$ cat src/iec_defines.svh
`ifndef IEC_DEFINES_SVH
`define IEC_DEFINES_SVH

// ****************************************************************
// Register map (byte addresses on the APB)
// ****************************************************************
`define IEC_ADDR_W 20
`define IEC_NEW_EVENT_OFF 20'h1d308
`define IEC_EVENT_ENABLE_OFF 20'h1d30c
`define IEC_EVENT_STATUS_OFF 20'h1d380

// ****************************************************************
// Field layout and reset values
// ****************************************************************
// Field layout is numbered from the top, so position n sits at bit 31-n
`define IEC_DEFINED_MASK 32'h77de5f3f
`define IEC_NEW_EVENT_RST 32'h00000000
`define IEC_EVENT_ENABLE_RST 32'h74de5f3f
`define IEC_EVENT_STATUS_RST 32'h00000000
`define IEC_ZERO_WORD 32'h00000000

`endif

$ cat src/iec_pkg.sv
package iec_pkg;

  // ****************************************************************
  // Types
  // ****************************************************************
  typedef logic [31:0] iec_word_t;
  typedef logic [19:0] iec_addr_t;

  // Register selected by an APB address
  typedef enum logic [3:0]
  {
    IEC_SEL_NONE = 4'h1,
    IEC_SEL_NEW_EVENT = 4'h2,
    IEC_SEL_ENABLE = 4'h4,
    IEC_SEL_STATUS = 4'h8
  } iec_sel_e;

  // APB slave handshake states
  typedef enum logic [1:0]
  {
    IEC_BUS_IDLE = 2'h1,
    IEC_BUS_ANSWER = 2'h2
  } iec_bus_state_e;

endpackage

$ cat src/iec_regbus_if.sv
`timescale 1ns/10ps

// Committed register access between the bus slave and the register bank
interface iec_regbus_if;
  logic wr_strobe;
  iec_pkg::iec_sel_e sel;
  iec_pkg::iec_word_t wdata;
  iec_pkg::iec_word_t rdata;

  modport slave
  (
    output wr_strobe,
    output sel,
    output wdata,
    input rdata
  );

  modport bank
  (
    input wr_strobe,
    input sel,
    input wdata,
    output rdata
  );
endinterface

$ cat src/iec_top.sv
// Implementation choice: register access over APB.
`timescale 1ns/10ps
`include "iec_defines.svh"

// Overview of operation
// - Occurring events set their new-event bits
// - Writing one sets a new-event bit
// - Any main event write clears new-events
// - Interrupt status read clears new-events
// - Soft reset holds new-events cleared
// - Fields numbered from top; reserved read zero
// - Enable bit one lets status reach the interrupt
// - Enable resets to 0x74de5f3f
// - Defined enables read/write; reserved read zero
// - Defined enable bits reset one except bits 25:24, read/write
module iec_top
(
  // Clock and reset
  input wire logic clock_i,
  input wire logic arst_n_i,
  // APB
  input wire logic psel_i,
  input wire logic penable_i,
  input wire logic pwrite_i,
  input wire logic [19:0] paddr_i,
  input wire logic [31:0] pwdata_i,
  output logic pready_o,
  output logic [31:0] prdata_o,
  output logic pslverr_o,
  // Event sources and controls
  input wire logic [31:0] events_i,
  input wire logic soft_reset_ctl_i,
  input wire logic int_status_read_i,
  // Interrupt
  output logic [31:0] int_contrib_o,
  output logic irq_o
);

  // ****************************************************************
  // Bus slave
  // ****************************************************************
  iec_regbus_if rb ();

  iec_apb_slave u_apb
  (
    .clock_i(clock_i),
    .arst_n_i(arst_n_i),
    .psel_i(psel_i),
    .penable_i(penable_i),
    .pwrite_i(pwrite_i),
    .paddr_i(paddr_i),
    .pwdata_i(pwdata_i),
    .pready_o(pready_o),
    .prdata_o(prdata_o),
    .pslverr_o(pslverr_o),
    .rb(rb.slave)
  );

  // ****************************************************************
  // Event registers
  // ****************************************************************
  logic [31:0] new_event_capture;
  logic [31:0] event_interrupt_enable;
  logic [31:0] event_status;
  logic [31:0] next_new_event_capture;
  logic [31:0] next_event_interrupt_enable;
  logic [31:0] next_event_status;
  logic [31:0] ev;
  logic wr_new;
  logic wr_enable;
  logic wr_status;

  // Reserved event lines are dropped at the door
  assign ev = events_i & `IEC_DEFINED_MASK;
  assign wr_new = rb.wr_strobe & (rb.sel == iec_pkg::IEC_SEL_NEW_EVENT);
  assign wr_enable = rb.wr_strobe & (rb.sel == iec_pkg::IEC_SEL_ENABLE);
  assign wr_status = rb.wr_strobe & (rb.sel == iec_pkg::IEC_SEL_STATUS);

  // New events: clear first, then sets on top so nothing is lost
  always_comb
  begin
    next_new_event_capture = new_event_capture;
    if (wr_status | int_status_read_i)
    begin
      next_new_event_capture = `IEC_ZERO_WORD;
    end
    next_new_event_capture = next_new_event_capture | ev;
    if (wr_new)
    begin
      next_new_event_capture = next_new_event_capture | rb.wdata;
    end
    next_new_event_capture = next_new_event_capture & `IEC_DEFINED_MASK;
    // Soft reset overrides everything, including fresh events
    if (soft_reset_ctl_i)
    begin
      next_new_event_capture = `IEC_ZERO_WORD;
    end
  end

  // Enables: plain read/write on defined positions only
  always_comb
  begin
    next_event_interrupt_enable = event_interrupt_enable;
    if (wr_enable)
    begin
      next_event_interrupt_enable = rb.wdata & `IEC_DEFINED_MASK;
    end
  end

  // Main event status: sticky, write one to clear, set wins
  always_comb
  begin
    next_event_status = event_status;
    if (wr_status)
    begin
      next_event_status = event_status & ~rb.wdata;
    end
    next_event_status = (next_event_status | ev) & `IEC_DEFINED_MASK;
  end

  // State registers
  always_ff @(posedge clock_i or negedge arst_n_i)
  begin
    if (!arst_n_i)
    begin
      new_event_capture <= `IEC_NEW_EVENT_RST;
      event_interrupt_enable <= `IEC_EVENT_ENABLE_RST;
      event_status <= `IEC_EVENT_STATUS_RST;
    end
    else
    begin
      new_event_capture <= next_new_event_capture;
      event_interrupt_enable <= next_event_interrupt_enable;
      event_status <= next_event_status;
    end
  end

  // Read mux; unmapped addresses read zero
  always_comb
  begin
    case (rb.sel)
      iec_pkg::IEC_SEL_NEW_EVENT: rb.rdata = new_event_capture;
      iec_pkg::IEC_SEL_ENABLE: rb.rdata = event_interrupt_enable;
      iec_pkg::IEC_SEL_STATUS: rb.rdata = event_status;
      default: rb.rdata = `IEC_ZERO_WORD;
    endcase
  end

  // ****************************************************************
  // Interrupt
  // ****************************************************************
  iec_irq_gen u_irq
  (
    .clock_i(clock_i),
    .arst_n_i(arst_n_i),
    .status_i(event_status),
    .enable_i(event_interrupt_enable),
    .contrib_o(int_contrib_o),
    .irq_o(irq_o)
  );

endmodule

$ cat src/iec_apb_slave.sv
`timescale 1ns/10ps
`include "iec_defines.svh"

module iec_apb_slave
(
  // Clock and reset
  input wire logic clock_i,
  input wire logic arst_n_i,
  // APB
  input wire logic psel_i,
  input wire logic penable_i,
  input wire logic pwrite_i,
  input wire logic [19:0] paddr_i,
  input wire logic [31:0] pwdata_i,
  output logic pready_o,
  output logic [31:0] prdata_o,
  output logic pslverr_o,
  // Register bank side
  iec_regbus_if.slave rb
);

  // ****************************************************************
  // Address decode
  // ****************************************************************
  function automatic iec_pkg::iec_sel_e decode(input logic [19:0] addr);
    case (addr)
      `IEC_NEW_EVENT_OFF: decode = iec_pkg::IEC_SEL_NEW_EVENT;
      `IEC_EVENT_ENABLE_OFF: decode = iec_pkg::IEC_SEL_ENABLE;
      `IEC_EVENT_STATUS_OFF: decode = iec_pkg::IEC_SEL_STATUS;
      default: decode = iec_pkg::IEC_SEL_NONE;
    endcase
  endfunction

  iec_pkg::iec_bus_state_e state;
  iec_pkg::iec_bus_state_e next_state;
  logic [31:0] next_prdata;
  logic next_pslverr;
  logic access;

  // Commit only on the edge where pready is seen high
  assign access = psel_i & penable_i & pready_o;
  assign rb.wr_strobe = access & pwrite_i;
  assign rb.sel = decode(paddr_i);
  assign rb.wdata = pwdata_i;

  // One wait state: read data is captured on the edge where pready rises
  always_comb
  begin
    next_state = state;
    next_prdata = prdata_o;
    next_pslverr = pslverr_o;
    case (state)
      iec_pkg::IEC_BUS_IDLE:
      begin
        if (psel_i & penable_i)
        begin
          next_state = iec_pkg::IEC_BUS_ANSWER;
          next_prdata = pwrite_i ? `IEC_ZERO_WORD : rb.rdata;
          next_pslverr = (decode(paddr_i) == iec_pkg::IEC_SEL_NONE);
        end
      end
      iec_pkg::IEC_BUS_ANSWER:
      begin
        next_state = iec_pkg::IEC_BUS_IDLE;
        next_prdata = `IEC_ZERO_WORD;
        next_pslverr = 1'b0;
      end
      default:
      begin
        next_state = iec_pkg::IEC_BUS_IDLE;
      end
    endcase
  end

  // Handshake registers
  always_ff @(posedge clock_i or negedge arst_n_i)
  begin
    if (!arst_n_i)
    begin
      state <= iec_pkg::IEC_BUS_IDLE;
      pready_o <= 1'b0;
      prdata_o <= `IEC_ZERO_WORD;
      pslverr_o <= 1'b0;
    end
    else
    begin
      state <= next_state;
      // Ready has its own flop so the pin never sees decode glitches
      pready_o <= (next_state == iec_pkg::IEC_BUS_ANSWER);
      prdata_o <= next_prdata;
      pslverr_o <= next_pslverr;
    end
  end

endmodule

$ cat src/iec_irq_gen.sv
`timescale 1ns/10ps
`include "iec_defines.svh"

module iec_irq_gen
(
  // Clock and reset
  input wire logic clock_i,
  input wire logic arst_n_i,
  // Event status and enables
  input wire logic [31:0] status_i,
  input wire logic [31:0] enable_i,
  // Results
  output logic [31:0] contrib_o,
  output logic irq_o
);

  logic [31:0] next_contrib;
  logic next_irq;

  // Per event gating; reserved positions never contribute
  always_comb
  begin
    next_contrib = status_i & enable_i & `IEC_DEFINED_MASK;
    next_irq = |next_contrib;
  end

  // Registered so the outputs are glitch free
  always_ff @(posedge clock_i or negedge arst_n_i)
  begin
    if (!arst_n_i)
    begin
      contrib_o <= `IEC_ZERO_WORD;
      irq_o <= 1'b0;
    end
    else
    begin
      contrib_o <= next_contrib;
      irq_o <= next_irq;
    end
  end

endmodule

$ cat config.mk
export PLATFORM = sky130hd
export DESIGN_NAME = iec_top
export DESIGN_NICKNAME = d
export VERILOG_FILES = /design/src/iec_pkg.sv /design/src/iec_regbus_if.sv /design/src/iec_top.sv /design/src/iec_apb_slave.sv /design/src/iec_irq_gen.sv
export VERILOG_INCLUDE_DIRS = /design/src
export SDC_FILE = /design/constraint.sdc
export NUM_CORES = 1
export LEC_CHECK = 0
export ABC_AREA = 0
export BUFFER_PORTS_ARGS = -buffer_cell sky130_fd_sc_hd__buf_2
export CORE_ASPECT_RATIO = 1.1
export CORE_MARGIN = 1.5
export CORE_UTILIZATION = 40
export DETAILED_ROUTE_END_ITERATION = 8
export SLEW_MARGIN = 20
export SYNTH_ARGS = -nofsm -noshare
export SYNTH_HDL_FRONTEND = slang
export SYNTH_SLANG_ARGS = --single-unit
export TNS_END_PERCENT = 30
$ cat constraint.sdc
create_clock -name clock_i -period 5.7 [get_ports clock_i]
set_clock_uncertainty 0.05 [all_clocks]
set_input_delay 0.855 -clock clock_i [delete_from_list [all_inputs] [get_ports clock_i]]
set_output_delay 0.855 -clock clock_i [all_outputs]
set_load 0.01 [all_outputs]
Yosys cells after proc, flatten, opt, wreduce, memory -nomap -nowiden
Index checks and enable logic that the tools add are counted.

Word-level logic and storage cells: 51. Register bits: 140. Output and inout port bits: 67.

Equal/unequal tests: 11. Bitwise operators: 13. Reductions and logical operators: 3. Multiplexer cells: 15.

Operators by type and width (count): 2-to-1 mux 31 bit (5); bitwise OR 31 bit (3); case mux 31 bit (3 select lines) (1); case mux 32 bit (2 select lines) (1); bitwise AND 31 bit (2); == test 20 x 17 -> 1 bit, second input constant (3); 2-to-1 mux 32 bit (1); inverter 31 bit (1); OR reduction 24 bit (1); case mux 4 bit (3 select lines) (1); 2-to-1 mux 4 bit (2); bitwise AND 1 bit (6); == test 2 bit, second input constant (2); == test 4 x 1 -> 1 bit, second input constant (1); == test 4 x 2 -> 1 bit, second input constant (1); == test 4 x 3 -> 1 bit, second input constant (1); == test 4 bit, second input constant (1); 2-to-1 mux 2 bit (2); == test 2 x 1 -> 1 bit, second input constant (1); != test 2 x 1 -> 1 bit, second input constant (1); case mux 1 bit (2 select lines) (1); AND reduction 2 bit (1); nonzero test 2 bit (1); 2-to-1 mux 1 bit (1); bitwise OR 1 bit (1).

Logic depth before layout (Yosys ltp)
Gate-level depths: netlist (run 1).

Depth after elaboration: 10. Depth in mapped cells: 7. Mapped depth without buffers: 4.

Modules after synthesis
From an unflattened synthesis (run 1), not the netlist that was laid out.

Cells, all modules: 526. Area, all modules: 6148.4 um^2.

Modules (own cells, without submodules): iec_top (times used 1, sequential area each 1829.3 um^2, area an instance 3569.7 um^2, cells an instance 325); iec_apb_slave (times used 1, sequential area each 902.1 um^2, area an instance 1669.1 um^2, cells an instance 134); iec_irq_gen (times used 1, sequential area each 625.6 um^2, area an instance 909.6 um^2, cells an instance 67).

Least setup slack after synthesis (run 1)
No wires, ideal clock.

Kind: input to register. Start point: input port paddr_i[3]. End point: register event_interrupt_enable[24]. Setup time: 0.125 ns. Slack: 3.307 ns. Arrival time: 2.218 ns. Stages on the path: 7. Cell sequence: nor2b_1 -> clkbuf_1 -> and2_1 -> clkbuf_1 -> nand3_1 -> buf_2 -> mux2_2.

Longest elaborated chain between the ends: 4. Elaborated cells on any way between the ends: 6.

RTL lines: start: declaration (line iec_top.sv:25) `input wire logic [19:0] paddr_i,`; == test 20 x 17 -> 1 bit (line iec_apb_slave.sv:26) `case (addr)`; case mux 4 bit (3 select lines) * (line iec_apb_slave.sv:26); == test 4 x 3 -> 1 bit * (line iec_top.sv:76) `assign wr_enable = rb.wr_strobe & (rb.sel == iec_pkg::IEC_SEL_ENABLE);`; bitwise AND 1 bit * (line iec_top.sv:76); end signal: assignment (line iec_top.sv:127) `` event_interrupt_enable <= `IEC_EVENT_ENABLE_RST; ``; end signal: assignment (line iec_top.sv:133) `event_interrupt_enable <= next_event_interrupt_enable;`; end: declaration (line iec_top.sv:63) `logic [31:0] event_interrupt_enable;`.

Every way passes the cells marked *; elsewhere a longest branch is shown, timed or not. A chain may end at the register's enable or synchronous reset.

Worst setup path after layout (run 1)
Start point: input port paddr_i[2]. End point: register u_apb.prdata_o[9].

Longest elaborated chain between the ends: 7. Elaborated cells on any way between the ends: 11.

RTL lines: == test 20 x 17 -> 1 bit (line iec_apb_slave.sv:26); case mux 4 bit (3 select lines) * (line iec_apb_slave.sv:26); == test 4 bit (tied with other cells) (line iec_top.sv:141) `case (rb.sel)`; case mux 31 bit (3 select lines) * (line iec_top.sv:141); 2-to-1 mux 31 bit * (line iec_apb_slave.sv:58) `` next_prdata = pwrite_i ? `IEC_ZERO_WORD : rb.rdata; ``; 2-to-1 mux 32 bit * (line iec_apb_slave.sv:55) `if (psel_i & penable_i)`; case mux 32 bit (2 select lines) * (line iec_apb_slave.sv:52) `case (state)`; end signal: assignment (line iec_apb_slave.sv:82) `` prdata_o <= `IEC_ZERO_WORD; ``; end signal: assignment (line iec_apb_slave.sv:90) `prdata_o <= next_prdata;`; end: declaration (line iec_apb_slave.sv:16) `output logic [31:0] prdata_o,`.

Every way passes the cells marked *; elsewhere a longest branch is shown, timed or not. The select of a mux whose other input is x is not followed.

==> metrics.yaml, run 1 <==
max_clock_freq_mhz: 334
worstSkewPairLatency_ns: 0.40
htree_num_levels: 4
fin_util_pct: 51.0
slew_viol_final: 0
synth_seq_cells: 125
crit_top_cell: "o21ai_0"
hp-class: "in2async"
gr-total-overflow: 0
critPathMaxStageDelay_ns: 0.93
tightest_slew_ns: 1.09
cellPowerDensity_nw_per_um2: 317
dp_hpwl_um: 9020
layout.nets: 687
via_count: 4168
async_flop_share_pct: 100
syn-cell-area_um2: 5330
gp_congestion: 0.791
startpoint_type: "primary input"
cts_sinks: 125
max-slew-margin-rel_pct: 27.1
ctsResizeCount: 0
cp.arrival_ns: 3.26
grt_pass1_wl_um: 22700
ys_seq_area_share_pct: 59.2
setup.worst_path.start: "paddr_i[2]"
grt_pass1_vias: 4183
netlist_instances: 472
syn_area_per_cell_um2: 11.3
clk_path_buf_depth: 2
path_class: "in2reg"
grt-busiest-layer: "met2"
synth_flop_cell: "dfrtp_1"
tns_ns: 0
port_buffers: 125
power_leakage_uw: 0.00330
initial_core_util_pct: 40.7
pin_count: 158
critPathCaptureType: "flop"
period_needed_ns: 3.00
layout_common_cells: "124 x buf_2, 102 x dfrtp_1, 49 x nor2_1"
antenna_found_initial: 0
design_area_um2: 6680
drv_cap: 0
global_route.usage.met3_pct: 3.41
synth_edf_count: 0
required_ns: 5.96
numCtsBuffers: 17
use_met2_pct: 36.0
finalSetupViolCount: 0
die_w_um: 113
grt_use_met1_pct: 27.9
diodes: 0
die_area_um2: 14000
final_common_cell: "buf_2"
r2r-start: "u_apb.state[0]"
dr.pass1.iters: 5
drcViolationCount: 0
ir_worst_vdd_mv: 0.201
synth-warning-count: 0
place_inst: 737
finalHoldViolations: 0
grt_start_max_net_pins: 81
post-route-period-util_pct: 52.6
drive_above_1_share_pct: 35.8
core_area_um2: 13100
crit_fanout: 27
root_buffer: "clkbuf_16"
cts_hold_buf: 0
slowest_stage: "or4_1"
wl_per_cell_um: 19.0
place_ws_ns: 2.31
vias_per_cell: 5.41
finalNonFillerCells: 770
path_cells: "buf_2 -> nor3b_1 -> o21ai_0 -> or4_1 -> o21ai_0"
synthToLayoutAreaGrowth_pct: 25.4
grt_util_all_layers_pct: 21.7
status: "finished, final reports clean"
clk_pin_slew_ns: 0.05
rsz0062_at_grt: "no"
rows: 44
yosysUniqueCellTypes: 30
detail-route-antenna-nets: 0
cts_tree: "built"
setup_ws_ns: 2.70
die_height_um: 124
cts_setup_buffers: 0
finalWirelength_um: 14600
drt_iter0_drc: 222
placed_area_um2: 6080
## flip-flops by register name, summed over array words and instances (netlist names), 2 cells and up
signal,flops
u_irq.contrib_o,24
u_apb.prdata_o,24
new_event_capture,24
u_apb.state,2
event_status,24
event_interrupt_enable,24
## path summary, 6_finish.rpt
| path | endpoint | slack (ns) | depth (start not counted) |
|---|---|---|---|
| setup / recovery | u_apb.prdata_o[9] | 2.70 | 5 |
| hold / removal | u_apb.prdata_o[1] | 0.39 | 1 |
| setup reg to reg | u_apb.prdata_o[9] | 3.30 | 4 |
| hold reg to reg | u_apb.pslverr_o | 0.41 | 2 |
| max in group asynchronous | u_irq.contrib_o[17] | 4.23 | 2 |
| min in group clock_i | u_apb.pslverr_o | 0.41 | 2 |
## cell type report
type	count	area, um2
tap	161	201
clock inverter	7	87.6
timing repair buffer	135	716
sequential	125	3160
inverter	26	97.6
multi-input combinational	291	1930
fill	1243	6420
clock buffer	25	495
## worst max-delay path: cells and delay by family
kind	cells	cell delay [ns]
buffers and inverters	1	0.33
AO/OA/AOI/OAI	2	0.54
AND/OR/NAND/NOR	2	1.52
## synth_stat cells (2+ instances only)
cell type,n,share of area (%)
nor4bb_1,3,0.56
dfrtp_1,102,48
nand2_1,26,1.8
inv_1,26,1.8
buf_2,2,0.19
nand4_1,2,0.23
clkbuf_1,27,1.9
mux2_2,24,5.1
or2_2,2,0.23
a2bb2oi_1,24,3.9
buf_4,16,2.3
a22oi_1,24,3.4
a31oi_1,24,2.8
nor2_1,49,3.5
or4_1,8,1.1
dfstp_2,23,11
nor2b_1,4,0.47
and2_1,23,2.7
and2_4,2,0.33
o21ai_0,26,2.4
a221o_1,24,4.5
and4b_1,3,0.56
## power breakdown
part	internal, uW	switching [uW]	total (uW)
clock network	687	371	1060
logic	58.0	86.4	144
registers	904	8.40	913
total	1650	465	2110
## kinds of logic after synthesis
| kind of cell | count (synthesis) | share of synthesized area, % |
|---|---|---|
| and+or+nand+nor | 127 | 12.1 |
| AOI/OAI and AO/OA | 124 | 17.3 |
| muxes | 24 | 5.07 |
| DFF | 125 | 59.2 |
| buffers and inverters | 71 | 6.17 |
| other | 1 | 0.0704 |
## per-layer routing
metal / up-vias / share of wire [%]
met5: - / 0
met4: 0 / 1.3
met3: 16 / 6.6
met2: 171 / 51
met1: 2066 / 42
li1: 1915 / -
## metrics by stage
stage	hold slack [ns]	total power, uW
CTS	0.417	2130
finish	0.385	2110
detailed placement	0.404	1070
floorplan	0.431	1000
global placement	0.404	1070
global route	0.421	2180
No activity file was read; power rests on OpenSTA's default activity.
==> inputs of run 2 (changes only) <==
--- a/config.mk
+++ b/config.mk
@@ -6,12 +6,13 @@
 export SDC_FILE = /design/constraint.sdc
 export NUM_CORES = 1
 export LEC_CHECK = 0
-export ABC_AREA = 0
+export ABC_AREA = 1
 export BUFFER_PORTS_ARGS = -buffer_cell sky130_fd_sc_hd__buf_2
 export CORE_ASPECT_RATIO = 1.1
 export CORE_MARGIN = 1.5
 export CORE_UTILIZATION = 40
 export DETAILED_ROUTE_END_ITERATION = 8
+export PLACE_DENSITY = 0.66
 export SLEW_MARGIN = 20
 export SYNTH_ARGS = -nofsm -noshare
 export SYNTH_HDL_FRONTEND = slang
==> constraint.sdc (replaced) <==
create_clock -name clock_i -period 2.55 [get_ports clock_i]
set_clock_uncertainty 0.05 [all_clocks]
set_input_delay 0.3825 -clock clock_i [delete_from_list [all_inputs] [get_ports clock_i]]
set_output_delay 0.3825 -clock clock_i [all_outputs]
set_load 0.01 [all_outputs]
==> run 2 against run 1 <==
Critical path depth increased by 3; synthesized cell count rose by 61%; combinational power is 94% higher; first-iteration DRC count increased by 34%; hold slack worse by 0.28 ns; power up 120%; register-to-register slack worse by 2.6 ns; worst setup slack got worse by 2.0 ns; via count rose by 22%; largest cell class unchanged.
==> metrics.yaml, run 2 <==
max_clock_freq_mhz: 537
syn-cell-area_um2: 5960
clk_pin_slew_ns: 0.06
via_count: 5093
tightest_slew_ns: 0.691
hold_depth: 3
gp_congestion: 0.802
holdWs_ns: 0.109
root_buffer: "clkbuf_16"
synth.most_common_cell: "nand2_1"
synth_seq_cells: 125
power_leakage_uw: 0.00404
ys_seq_area_share_pct: 53.0
die_area_um2: 15600
layout.nets: 977
synth-warning-count: 0
yosysUniqueCellTypes: 26
drv_cap: 0
dr.pass1.iters: 5
gr-total-overflow: 0
synthSimpleGateAreaFrac_pct: 30.6
design_area_um2: 7360
critPathCaptureType: "flop"
worstSkewPairLatency_ns: 0.42
finalNonFillerCells: 1091
nFillCells: 1463
cts_sinks: 125
syn_area_per_cell_um2: 7.83
rows: 46
synth_flop_cell: "dfrtp_1"
path_class: "reg2reg"
crit_buf_inv: 3
synth_compound_area_share_pct: 4.26
vias_per_cell: 4.67
diodes: 0
required_ns: 2.85
grt_pass1_vias: 4919
synthAdderAreaFrac_pct: 0
grt_pass1_wl_um: 24300
netlist_instances: 761
met1_length_um: 6490
cp.arrival_ns: 2.16
synthToLayoutAreaGrowth_pct: 23.5
crit_top_cell: "nand2_1"
antenna_found_initial: 0
grt_start_max_net_pins: 54
async_flop_share_pct: 100
cp_top_family: "simple AND/OR/NAND/NOR gates"
synth_edf_count: 0
synth_top_family_by_area: "simple AND/OR/NAND/NOR gates"
wl_met2_um: 7560
finalWirelength_um: 15400
rsz0062_at_grt: "no"
worstSetupPathDepth: 8
detail-route-antenna-nets: 0
die_height_um: 131
ctsResizeCount: 0
port_buffers: 125
placed_area_um2: 6750
htree_num_levels: 4
cellPowerDensity_nw_per_um2: 645
drcViolationCount: 0
dp_hpwl_um: 10200
slowest_stage: "dfstp_2"
critPathMaxStageDelay_ns: 0.53
drive_above_1_share_pct: 23.2
synth_mux_area_share_pct: 0
status: "finished, final reports clean"
crit_fanout: 24
path_cells: "inv_2 -> nor3_2 -> inv_1 -> or2_1 -> a21oi_2 -> buf_4 -> nand2_1 -> nand2_1"
route.met3.wl_um: 1040
layout_common_cells: "192 x nand2_1, 124 x buf_2, 111 x inv_1"
place_ws_ns: 0.616
slew_viol_final: 0
setup_ws_ns: 0.688
synth_xor_area_share_pct: 0
synthTopCellsByCount: "192 x nand2_1, 111 x inv_1, 102 x dfrtp_1, 99 x nand3_1, 85 x nor2_1"
numCtsBuffers: 17
startpoint_type: "flop"
cts_setup_buffers: 0
cts_tree: "built"
max-slew-margin-rel_pct: 53.9
die_w_um: 119
place_inst: 1058
yosysTopAreaCell: "dfrtp_1"
final_common_cell: "nand2_1"
top_layer: "met4"
wl_per_cell_um: 14.1
ff2ff_path_depth: 8
pin_count: 158
initial_core_util_pct: 41.1
period_needed_ns: 1.86
ir_worst_vdd_mv: 0.447
yosys-top-cells-area: "dfrtp_1 43%, nand2_1 12%, dfstp_2 10%, nand3_1 8.3%, inv_1 7.0%"
clk_path_buf_depth: 2
finalSetupViolCount: 0
post-route-period-util_pct: 73.0
tns_ns: 0
synth_top_area_share_pct: 42.8
finalHoldViolations: 0
core_area_um2: 14500
drt_iter0_drc: 297
hp-class: "in2reg"
grt_util_all_layers_pct: 20.5
run 2: cell count changes in the layout (fill, tap and decap cells not counted), sizes merged, moves of 24 or more:
cell	delta
a221o	-24
mux2	-24
nand2	+167
and2	-25
a31oi	-24
nand3	+99
inv	+90
a22oi	-24
nand4	+28
nor2	+38
a2bb2oi	-24
run 2: layer usage:
| metal | GRT usage [%] | vias to the layer above |
|---|---|---|
| met2 | 35.9 | 155 |
| met3 | 4.69 | 19 |
| li1 | - | 2597 |
| met1 | 24.5 | 2322 |
| met5 | 0 | - |
| met4 | 8.75 | 0 |
run 2: kinds of logic (layout without fill, tap and decap cells):
| group | count (synthesis) | after routing |
|---|---|---|
| buf+inv | 167 | 290 |
| compound gates | 50 | 50 |
| other cells | 1 | 16 |
| flops | 125 | 125 |
| simple gates | 418 | 418 |
run 2: area by class of cell:
type | instances | area [um2] | area share, %
Tap cell | 192 | 240 | 3.26
Inverter | 116 | 435 | 5.92
Clock inverter | 10 | 139 | 1.89
Timing Repair Buffer | 142 | 771 | 10.5
Multi-Input combinational cell | 484 | 2150 | 29.3
Sequential cell | 125 | 3160 | 42.9
Clock buffer | 22 | 464 | 6.31
run 2: final timing paths:
path / slack (ns) / endpoint / from
worst max-delay path: 0.69 / u_apb.prdata_o[12] / u_apb.state[0]
worst min-delay path: 0.11 / event_status[28] / events_i[28]
worst max register to register: 0.69 / u_apb.prdata_o[12] / u_apb.state[0]
worst min register to register: 0.42 / u_apb.prdata_o[11] / u_apb.prdata_o[11]
max in group asynchronous: 1.17 / event_interrupt_enable[10] / arst_n_i
min in group asynchronous: 0.51 / u_apb.prdata_o[2] / arst_n_i
run 2: timing repair:
action,in CTS,in global routing
hold buffers,1,0
endpoints found under the setup margin,0,0
hold endpoints to repair,24,0
run 2: per-stage QoR:
| stage | power, uW | utilization [%] |
|---|---|---|
| floorplan | 2210 | - |
| global placement | 2350 | 46.5 |
| detailed placement | 2350 | 46.5 |
| CTS | 4780 | 50.8 |
| global route | 4950 | 50.8 |
| finish | 4750 | 50.8 |
run 2: where the power goes:
group	leakage, uW	switching (uW)	internal (uW)
Sequential	0.00150	15.7	2020
Combinational	0.00225	187	92.6
Clock	0.000282	852	1580
run 2: worst register-to-register path, cell delays in order (launching register included):
cell and delay, ns:
dfstp_2 0.53, inv_2 0.04, nor3_2 0.22, inv_1 0.10
or2_1 0.23, a21oi_2 0.10, buf_4 0.30, nand2_1 0.16
nand2_1 0.08
==> inputs of run 3 (changes only) <==
--- a/config.mk
+++ b/config.mk
@@ -12,7 +12,6 @@
 export CORE_MARGIN = 1.5
 export CORE_UTILIZATION = 40
 export DETAILED_ROUTE_END_ITERATION = 8
-export PLACE_DENSITY = 0.66
 export SLEW_MARGIN = 20
 export SYNTH_ARGS = -nofsm -noshare
 export SYNTH_HDL_FRONTEND = slang
==> constraint.sdc (replaced) <==
create_clock -name clock_i -period 1.9 [get_ports clock_i]
set_clock_uncertainty 0.05 [all_clocks]
set_input_delay 0.285 -clock clock_i [delete_from_list [all_inputs] [get_ports clock_i]]
set_output_delay 0.285 -clock clock_i [all_outputs]
set_load 0.01 [all_outputs]
==> run 3 against run 2 <==
Core utilization grew 1.2 points; fmax up 5.7%; cell area rose by 2.3%; routed wire length rose by 3.7%; flip-flop and latch count did not move; power rose by 31%; critical path depth is the same; final cell count is 0.92% higher; global-route usage up 0.92 points; worst setup slack worse by 0.55 ns; register-to-register slack lost 0.55 ns; critical path type unchanged.
==> metrics.yaml, run 3 (synthesized netlist as in run 2, its figures left out) <==
cellPowerDensity_nw_per_um2: 827
slowest_stage: "dfstp_2"
core_area_um2: 14500
drt_iter0_drc: 327
required_ns: 2.20
status: "finished, final reports clean"
clk_path_buf_depth: 2
crit_top_cell: "nand2_1"
hp-class: "in2reg"
layout_common_cells: "192 x nand2_1, 124 x buf_2, 111 x inv_1"
path_class: "reg2reg"
dr.pass1.iters: 5
crit_buf_inv: 3
gp_congestion: 0.772
port_buffers: 125
tightest_slew_ns: 0.585
min_to: "event_status[26]"
r2r-start: "u_apb.state[0]"
detail-route-antenna-nets: 0
path_cells: "inv_2 -> nor3_4 -> inv_1 -> or2_1 -> a21oi_4 -> buf_12 -> nand2_1 -> nand2_1"
numCtsBuffers: 17
initial_core_util_pct: 41.1
final_common_cell: "nand2_1"
hold_depth: 3
finalSetupViolCount: 0
power_leakage_uw: 0.00411
period_needed_ns: 1.76
startpoint_type: "flop"
layout.nets: 988
grt_util_all_layers_pct: 21.4
design_area_um2: 7530
r2r-end: "u_apb.prdata_o[0]"
tns_ns: 0
grt_start_max_net_pins: 46
cts_tree: "built"
rsz0062_at_grt: "no"
grt_pass1_vias: 5073
drv_cap: 0
cp.arrival_ns: 2.06
worstSkewPairLatency_ns: 0.42
gr-total-overflow: 0
htree_num_levels: 4
ff2ff_path_depth: 8
finalWirelength_um: 15900
wl_per_cell_um: 14.5
max_clock_freq_mhz: 568
slew_viol_final: 0
max-slew-margin-rel_pct: 61.0
r2r_setup_slack_ns: 0.14
holdWs_ns: 0.0147
critPathMaxStageDelay_ns: 0.52
root_buffer: "clkbuf_16"
finalHoldViolations: 0
synthToLayoutAreaGrowth_pct: 26.3
clk_pin_slew_ns: 0.06
crit_fanout: 12
cp_top_family: "simple AND/OR/NAND/NOR gates"
drcViolationCount: 0
setup.worst_path.start: "u_apb.state[0]"
post-route-period-util_pct: 92.7
die_area_um2: 15600
drive_above_1_share_pct: 23.4
cts_setup_buffers: 0
pin_count: 158
rows: 46
grt_pass1_wl_um: 25300
die_w_um: 119
placed_area_um2: 6880
via_count: 5220
antenna_found_initial: 0
dp_hpwl_um: 10700
cts_sinks: 125
diodes: 0
vias_per_cell: 4.74
die_height_um: 131
critPathCaptureType: "flop"
ir_worst_vdd_mv: 0.600
holdCritStartpoint: "events_i[26]"
-- run 3: changes by cell type in the layout (fill, tap and decap cells not counted), sizes merged --
cell,previous run,this run
dlygate4sd3,1,5
clkinvlp,4,0
clkbuf,22,25
buf,141,147
clkinv,3,5
bufinv,3,2
-- run 3: where the power goes --
part	internal [uW]	leakage [uW]	total, uW	switching, uW
logic	141	0.00233	399	259
clock network	1980	0.000278	3100	1120
registers	2710	0.00150	2730	21.6
total	4830	0.00411	6230	1400
-- run 3: area by class of cell --
type / instances / area [um2]
inverter: 116 / 435
sequential: 125 / 3160
multi-input combinational: 484 / 2170
tap: 192 / 240
fill: 1472 / 6970
clock inverter: 7 / 88.8
clock buffer: 24 / 472
timing repair buffer: 153 / 968
-- run 3: what timing repair did --
item                                   4_1_cts  5_1_grt
gates resized for setup                      0        2
setup endpoints to repair                    0        1
hold buffers                                 5        0
endpoints found under the hold margin       28        0
-- run 3: worst reg2reg max path, delay by kind of cell (launching register included) --
family | cells | cell delay [ns]
simple gates | 4 | 0.58
buf+inv | 3 | 0.33
compound gates | 1 | 0.21
flops | 1 | 0.52
-- run 3: stage by stage --
stage               util [%]  cells  power, uW  worst slack [ns]
finish                  51.9   1101       6230             0.139
global route            51.9   1101       6480           0.00940
CTS                     51.6   1100       6290             0.134
detailed placement      47.4   1064       3170             0.112
global placement        47.4   1064       3170             0.145
floorplan                  -    776       2970             0.306
-- run 3: worst max-delay path by stage --
stage                           endpoint  slack [ns]  depth (start not counted)
2_1_floorplan         u_apb.prdata_o[10]        0.31                          8
3_3_place_gp   event_interrupt_enable[2]        0.14                         11
3_5_place_dp           u_apb.prdata_o[0]        0.11                         11
4_1_cts                u_apb.prdata_o[0]        0.13                          8
5_1_grt                u_apb.prdata_o[0]       0.009                          8
6_report               u_apb.prdata_o[0]        0.14                          8
-- run 3: routing by layer --
layer / track usage [%] / up-vias / wire [um]
met5: 0 / - / 0
met4: 8.54 / 0 / 240
met3: 3.56 / 20 / 872
met2: 38.8 / 162 / 8140
met1: 25.6 / 2410 / 6670
li1: - / 2628 / -
